### config.mk
export PLATFORM = sky130hd
export DESIGN_NAME = psx_exec
export DESIGN_NICKNAME = d
export VERILOG_FILES = /design/src/psx_pkg.sv /design/src/psx_comp_alu.sv /design/src/psx_exec.sv
export SDC_FILE = /design/constraint.sdc
export NUM_CORES = 2
export LEC_CHECK = 0
export BUFFER_PORTS_ARGS = -buffer_cell sky130_fd_sc_hd__buf_2
export CAP_MARGIN = 15
export CORE_AREA = 8 8 439 441
export CTS_CLUSTER_SIZE = 30
export DETAILED_ROUTE_END_ITERATION = 6
export DIE_AREA = 0 0 447 449
export SLEW_MARGIN = 30
export SYNTH_ARGS = -nofsm -noshare
export SYNTH_HDL_FRONTEND = slang
export SYNTH_SLANG_ARGS = --single-unit
### constraint.sdc
create_clock -name ref_clk -period 11.5 [get_ports ref_clk]
set_input_delay 2.3 -clock ref_clk [delete_from_list [all_inputs] [get_ports ref_clk]]
set_output_delay 2.3 -clock ref_clk [all_outputs]
set_load 0.05 [all_outputs]
### src/psx_pkg.sv
// package for the pixel program arithmetic and texture load block
// Operation
// - multiply writes per-component product of first and second source
// - no-operation changes no register and no output
// - subtract writes first source minus second source per component, floored at zero
// - texture load fills texture register with sampled rgba colour
// - texture load uses stage equal to destination register number
// - sampling obeys the stage attribute settings set beforehand
// - sampler looks up colour at u, v, w, q with stage attributes
// - stage coordinates are interpolated per-vertex coordinate sets
// - coordinate sets map one-to-one to stages by default, set 0 first
// - fixed-function index may reassign sets; programmable uses outputs
// - texture load accepted only in program versions 1.0 to 1.3
package psx_pkg;
   localparam int COMP_W    = 8;
   localparam int NUM_REGS  = 4;
   localparam int REG_IDX_W = 2;
   localparam int COORD_W   = 16;
   localparam int VER_W     = 4;
   // version code: minor number of 1.x
   localparam logic [3:0] VER_MIN_TEX = 4'h0;
   localparam logic [3:0] VER_MAX_TEX = 4'h3;
   localparam logic [7:0] COMP_ZERO   = 8'h00;
   localparam int FRAC_SHIFT = 8;

   typedef enum logic [1:0] {PSX_NOP, PSX_MUL, PSX_SUB, PSX_TEX} psx_op_t;
   typedef enum logic [1:0] {PSX_VCOL, PSX_CONST, PSX_TEXR, PSX_TEMP}
      psx_bank_t;

   typedef struct packed {
      logic [7:0] r;
      logic [7:0] g;
      logic [7:0] b;
      logic [7:0] a;
   } psx_rgba_t;

   typedef struct packed {
      logic [15:0] u;
      logic [15:0] v;
      logic [15:0] w;
      logic [15:0] q;
   } psx_coord_t;

   typedef struct packed {
      psx_op_t     op;
      psx_bank_t   dst_bank;
      logic [1:0]  dst_idx;
      psx_bank_t   s0_bank;
      logic [1:0]  s0_idx;
      psx_bank_t   s1_bank;
      logic [1:0]  s1_idx;
   } psx_instr_t;
endpackage

### src/psx_comp_alu.sv
// one colour component multiply or subtract lane
`timescale 1ns/100ps
module psx_comp_alu (
   input  wire psx_pkg::psx_op_t op,
   input  wire logic [7:0]       a,
   input  wire logic [7:0]       b,
   output logic [7:0]            y
);
   logic [15:0] prod;
   always_comb begin
      // unsigned 0..1 fixed point, product shifted right by 8, so full scale counts as 255/256
      prod = a * b;
      case (op)
         psx_pkg::PSX_MUL: y = 8'(prod >> psx_pkg::FRAC_SHIFT);
         psx_pkg::PSX_SUB:
            y = (a > b) ? a - b : psx_pkg::COMP_ZERO;
         default:          y = a;
      endcase
   end
endmodule

### src/psx_exec.sv
// pixel program execution: mul, sub, nop and texture load
`timescale 1ns/100ps
module psx_exec #(
   parameter int NREG = 4
) (
   input  wire logic                 ref_clk,
   input  wire logic                 rst_n,
   input  wire logic                 instr_valid,
   output logic                      instr_ready,
   input  wire psx_pkg::psx_instr_t  instr,
   input  wire logic [3:0]           prog_minor_ver,
   input  wire psx_pkg::psx_rgba_t [NREG-1:0] colour_input_reg,
   input  wire psx_pkg::psx_rgba_t [NREG-1:0] constant_reg,
   input  wire logic                 fixed_function_vp,
   input  wire logic [NREG-1:0][1:0] coord_set_select,
   input  wire psx_pkg::psx_coord_t [NREG-1:0] interp_coord_set,
   input  wire psx_pkg::psx_coord_t [NREG-1:0] vertex_coord_output,
   output psx_pkg::psx_coord_t       smp_coord,
   output logic [1:0]                smp_stage,
   output logic                      smp_req,
   input  wire logic                 smp_ack,
   input  wire psx_pkg::psx_rgba_t   smp_colour,
   output psx_pkg::psx_rgba_t [NREG-1:0] texture_reg,
   output psx_pkg::psx_rgba_t [NREG-1:0] temporary_reg,
   output logic                      done,
   output logic                      tex_rejected
);
   typedef enum {ST_IDLE, ST_SAMPLE} psx_st_t;
   psx_st_t                   st, next_st;
   psx_pkg::psx_rgba_t [NREG-1:0] next_texture_reg, next_temporary_reg;
   logic                      next_done, next_tex_rejected;
   logic [1:0]                tex_stage, next_tex_stage;
   psx_pkg::psx_rgba_t        s0, s1, res;

   // operand fetch from the four register banks
   function automatic psx_pkg::psx_rgba_t pick(psx_pkg::psx_bank_t bk,
                                               logic [1:0] ix);
      case (bk)
         psx_pkg::PSX_VCOL:  pick = colour_input_reg[ix];
         psx_pkg::PSX_CONST: pick = constant_reg[ix];
         psx_pkg::PSX_TEXR:  pick = texture_reg[ix];
         default:            pick = temporary_reg[ix];
      endcase
   endfunction

   assign s0 = pick(instr.s0_bank, instr.s0_idx);
   assign s1 = pick(instr.s1_bank, instr.s1_idx);

   // four lanes side by side
   genvar c;
   generate
      for (c = 0; c < 4; c++) begin : g_lane
         psx_comp_alu u_lane (
            .op (instr.op),
            .a  (s0[c*psx_pkg::COMP_W +: psx_pkg::COMP_W]),
            .b  (s1[c*psx_pkg::COMP_W +: psx_pkg::COMP_W]),
            .y  (res[c*psx_pkg::COMP_W +: psx_pkg::COMP_W])
         );
      end
   endgenerate

   // late program versions refuse texture loads outright
   wire tex_ok = (prog_minor_ver >= psx_pkg::VER_MIN_TEX) &&
                 (prog_minor_ver <= psx_pkg::VER_MAX_TEX);

   // no new work while a sample is outstanding
   assign instr_ready = (st == ST_IDLE);

   // coordinate source for the stage in flight
   always_comb begin
      if (fixed_function_vp)
         smp_coord = interp_coord_set[coord_set_select[tex_stage]];
      else
         smp_coord = vertex_coord_output[tex_stage];
   end
   // with coord_set_select[n] == n the default one-to-one map holds
   // coordinates reach the sampler already interpolated
   assign smp_stage = tex_stage;
   assign smp_req   = (st == ST_SAMPLE);

   always_comb begin
      next_st            = st;
      next_texture_reg   = texture_reg;
      next_temporary_reg = temporary_reg;
      next_tex_stage     = tex_stage;
      next_done          = 1'b0;
      next_tex_rejected  = 1'b0;
      case (st)
         ST_IDLE: begin
            if (instr_valid) begin
               case (instr.op)
                  // arithmetic completes in one cycle
                  psx_pkg::PSX_MUL, psx_pkg::PSX_SUB: begin
                     if (instr.dst_bank == psx_pkg::PSX_TEXR)
                        next_texture_reg[instr.dst_idx] = res;
                     else
                        next_temporary_reg[instr.dst_idx] = res;
                     next_done = 1'b1;
                  end
                  psx_pkg::PSX_TEX: begin
                     if (tex_ok) begin
                        next_tex_stage = instr.dst_idx;
                        next_st        = ST_SAMPLE;
                     end else begin
                        next_tex_rejected = 1'b1;
                     end
                  end
                  default: ;
               endcase
            end
         end
         ST_SAMPLE: begin
            // sampler applies its own stage attributes
            // instr_ready stays low, so the stream waits here
            if (smp_ack) begin
               next_texture_reg[tex_stage] = smp_colour;
               next_done = 1'b1;
               next_st   = ST_IDLE;
            end
         end
         default: next_st = ST_IDLE;
      endcase
   end

   // register stage; reset clears both register banks
   always_ff @(posedge ref_clk) begin
      if (!rst_n) begin
         st            <= ST_IDLE;
         texture_reg   <= '0;
         temporary_reg <= '0;
         tex_stage     <= 2'h0;
         done          <= 1'b0;
         tex_rejected  <= 1'b0;
      end else begin
         st            <= next_st;
         texture_reg   <= next_texture_reg;
         temporary_reg <= next_temporary_reg;
         tex_stage     <= next_tex_stage;
         done          <= next_done;
         tex_rejected  <= next_tex_rejected;
      end
   end
endmodule

==> results by group <==
Global routing
  – Vias in the first global route: 33.8k
  – Pin count of the biggest net entering global routing: 99
  – Grt total ovfl: 0
  – Total track usage: 0.258
  – Initial antenna violation count: 180
  – First-pass GRT wire length: 346,000 um

Clocking
  – Clk_lat worst skew: 580 ps
  – Post-CTS sizing: 0
  – Reg clk slew, reported paths: 60 ps
  – Hold_buf cts: 0
  – Root Buffer: clkbuf_16
  – Htree depth: 2
  – CTS Buf Count: 35
  – CTS tree: done
  – Clk buf depth: 3
  – CTS Sinks: 261
  – Post-CTS setup buffer count: 0

Setup path
  – Arrival time worst endpoint: 9810 ps
  – Worst setup SP type: input port
  – Worst R2R Setup Slack: 4280 ps
  – R2R depth: 22
  – Element type at the critical path end: register
  – Crit Path Max Fanout: 46
  – Reg-to-reg startpoint: texture_reg[81]$_SDFFE_PN0P_
  – Critical path's top delay family: adder cells
  – Worst EP required: 11,930 ps
  – WS Path Type: input port to register
  – Max incr delay on CP: 750 ps
  – CP most frequent cell: fa_1
  – RR Endpoint: texture_reg[52]$_SDFFE_PN0P_
  – Worst path bufs/invs: 5
  – Crit path cell chain: buf_8 -> buf_4 -> buf_4 -> mux4_2 -> mux4_2 -> and2_1 -> fa_1 -> fa_1 -> fa_1 -> inv_1 -> fa_1 -> inv_1 -> ha_1 -> a21oi_1 -> o21bai_1 -> a21o_1 -> a211oi_1 -> nor2b_1 -> mux2_2 -> nor3b_1 -> a21oi_1
  – Crit-path slowest cell: nor3b_1

Place
  – DP HPWL: 234,000 um
  – GP Congestion: 1.05
  – PortBufs: 1,154
  – Placed insts: 6,624
  – Pre-CTS setup slack: 1500 ps

Pwr
  – Peak supply drop: 0.0000812 V
  – Leak: 18.9 nW
  – Part of the power in combinational logic: 0.474
  – Pwr Density: 97.2 nW/um^2
  – Switching Share: 0.429
  – Pint: 2.37 mW
  – Share of power burned in registers: 0.230
  – Clock share of power: 0.296
  – Sw power: 1.78 mW

Floorplan
  – Initial core utilization: 0.173
  – Die width: 447 um
  – DIE HEIGHT: 449 um
  – Die area: 201,000 um^2
  – Total core area: 186,000 um^2
  – Top Ports: 1,157
  – FP Rows: 159

STA
  – Worst Skew: 25.1 ps
  – Final period utilization: 0.816
  – Slew @ Worst Pin: 1050 ps
  – Final WS setup: 2120 ps
  – Relative slew slack: 0.298
  – Hold Vio Cnt, Final: 0
  – Fmax: 107 MHz
  – Final setup TNS: 0 ps
  – Hold slack final: 495 ps
  – # setup viols final: 0
  – RSZ-0062 raised after global routing: false
  – Min cycle time layout: 9380 ps
  – Final Max Tran Viols: 0

Synthesis
  – Flops & latches, synth: 261
  – Post-Syn Area per Cell: 10.3 um^2
  – Largest family of logic cells by synthesized area: multiplexers
  – Post-Synth XOR/XNOR Area: 0.0100
  – Synth Area in Adders: 0.165
  – EDFF count, synth: 0
  – Ys async rst share: 0
  – Top_reg_cell synth: dfxtp_1
  – Mapped cell area: 32,300 um^2
  – Syn Inst Count: 3,129
  – Syn nets: 4,299
  – Post-synthesis mux area share: 0.336
  – Yosys warning count: 0
  – Synth cell types: 87
  – Synth Area in Compound Gates: 0.153
  – Area share of and/or/nand/nor cells after synthesis: 0.111
  – Register area share after synthesis: 0.162

Routing
  – Total Wirelength: 273,000 um
  – Wirelength per Cell: 40.0 um
  – DR pass1 iterations: 5
  – WL met2: 125,000 um
  – M1 wire length: 99,300 um
  – DR iter-0 viols: 4,509
  – Vias per cell: 5.16
  – Remaining antenna violation count: 2
  – Metal3 WL: 33,600 um
  – DRC viols: 0
  – Via Count: 35.3k
  – Highest metal used: met5

Flow run
  – Max cap viols: 0

Hold path
  – Hold Crit Class: register to register
  – Hold EP: temporary_reg[73]$_SDFFE_PN0P_
  – HP Start: temporary_reg[73]$_SDFFE_PN0P_
  – Worst Hold Path Cells: 2

Cells and area
  – Final cell count without fillers: 6,829
  – P&R area growth vs syn: 32.2%
  – # nets final: 5,337
  – Layout cells sized above 1: 0.445

Run status
  – Status: finished, violations left
  – Failing checks: antenna rules
metal layers:
layer  GRT usage  up-vias
li1            -    14100
met1       0.302    18000
met2       0.415     2471
met3       0.105      587
met4       0.109       80
met5           0        -
worst min-delay path, stage by stage, from the launching register on:
cell and delay [ps]:
dfxtp_1 330, nand2_1 60, a21boi_0 60
final cells by class:
| type | count | area (um^2) |
|---|---|---|
| fillers | 20400 | 144000 |
| multi-input cells | 2365 | 25100 |
| repair buffers | 1236 | 6540 |
| flip-flops and latches | 261 | 5240 |
| well taps | 2495 | 3120 |
| inverters | 268 | 1010 |
| clock buffers | 40 | 946 |
| diodes | 142 | 355 |
| clock inverters | 22 | 297 |
cell usage in the layout (no fill, tap or decap), types with 24 or more instances in the layout:
cell,synthesis,final
o21ai_0,204,204
dfxtp_1,261,258
and2_1,128,128
fa_1,144,144
a31oi_1,40,40
nand3_1,62,62
ha_1,195,194
mux4_2,439,437
nor2_1,163,155
nor2b_1,36,35
a21boi_0,26,26
o211a_1,57,57
a21o_1,24,24
inv_1,264,264
a32oi_1,28,28
diode_2,0,142
a21oi_1,173,173
mux2_2,69,69
buf_2,16,1147
buf_4,6,76
clkbuf_16,0,36
nand2_1,211,210
synthesized netlist by cell type, drive strengths merged, types with 57 or more instances:
| master | number | area share |
|---|---|---|
| mux2 | 69 | 0.024 |
| inv | 265 | 0.031 |
| dfxtp | 261 | 0.16 |
| mux4 | 439 | 0.31 |
| o21ai | 218 | 0.034 |
| fa | 144 | 0.089 |
| a21oi | 176 | 0.028 |
| clkbuf | 166 | 0.019 |
| nor2 | 164 | 0.019 |
| buf | 69 | 0.012 |
| nand2 | 211 | 0.025 |
| and2 | 128 | 0.025 |
| o211a | 57 | 0.018 |
| nand3 | 62 | 0.0096 |
| ha | 195 | 0.076 |
worst max path at each step:
stage / cells past startpoint / slack [ps] / endpoint / from
finish: 21 / 2120 / temporary_reg[127]$_SDFFE_PN0P_ / instr[4]
floorplan: 27 / 1940 / texture_reg[55]$_SDFFE_PN0P_ / instr[0]
global route: 21 / 1810 / temporary_reg[95]$_SDFFE_PN0P_ / instr[4]
detailed placement: 21 / 1500 / temporary_reg[127]$_SDFFE_PN0P_ / instr[4]
CTS: 21 / 2080 / temporary_reg[127]$_SDFFE_PN0P_ / instr[4]
global placement: 21 / 1570 / temporary_reg[127]$_SDFFE_PN0P_ / instr[4]
per-stage QoR:
stage	utilization	area, um^2	power, mW
global placement	0.220	41000	2.90
floorplan	-	32300	2.11
finish	0.229	42600	4.14
detailed placement	0.220	41000	2.91
global route	0.228	42400	4.30
CTS	0.227	42200	4.14
cells by family after synthesis:
logic type | count (synthesis)
flip-flops | 261
adder cells (fa/ha/maj) | 339
multiplexers | 525
AND/OR/NAND/NOR | 729
XOR/XNOR | 37
buffers and inverters | 503
AO/OA/AOI/OAI | 735
power groups by stage:
| stage | clock (mW) | combinational, mW | sequential (mW) |
|---|---|---|---|
| final | 1.22 | 1.96 | 0.954 |
| after global routing | 1.26 | 2.08 | 0.956 |
| after CTS | 1.23 | 1.95 | 0.953 |
| after detailed placement | 0 | 1.94 | 0.973 |
| after global placement | 0 | 1.92 | 0.971 |
| after floorplan | 0 | 1.08 | 1.04 |
No activity file was read; power rests on OpenSTA's default activity.
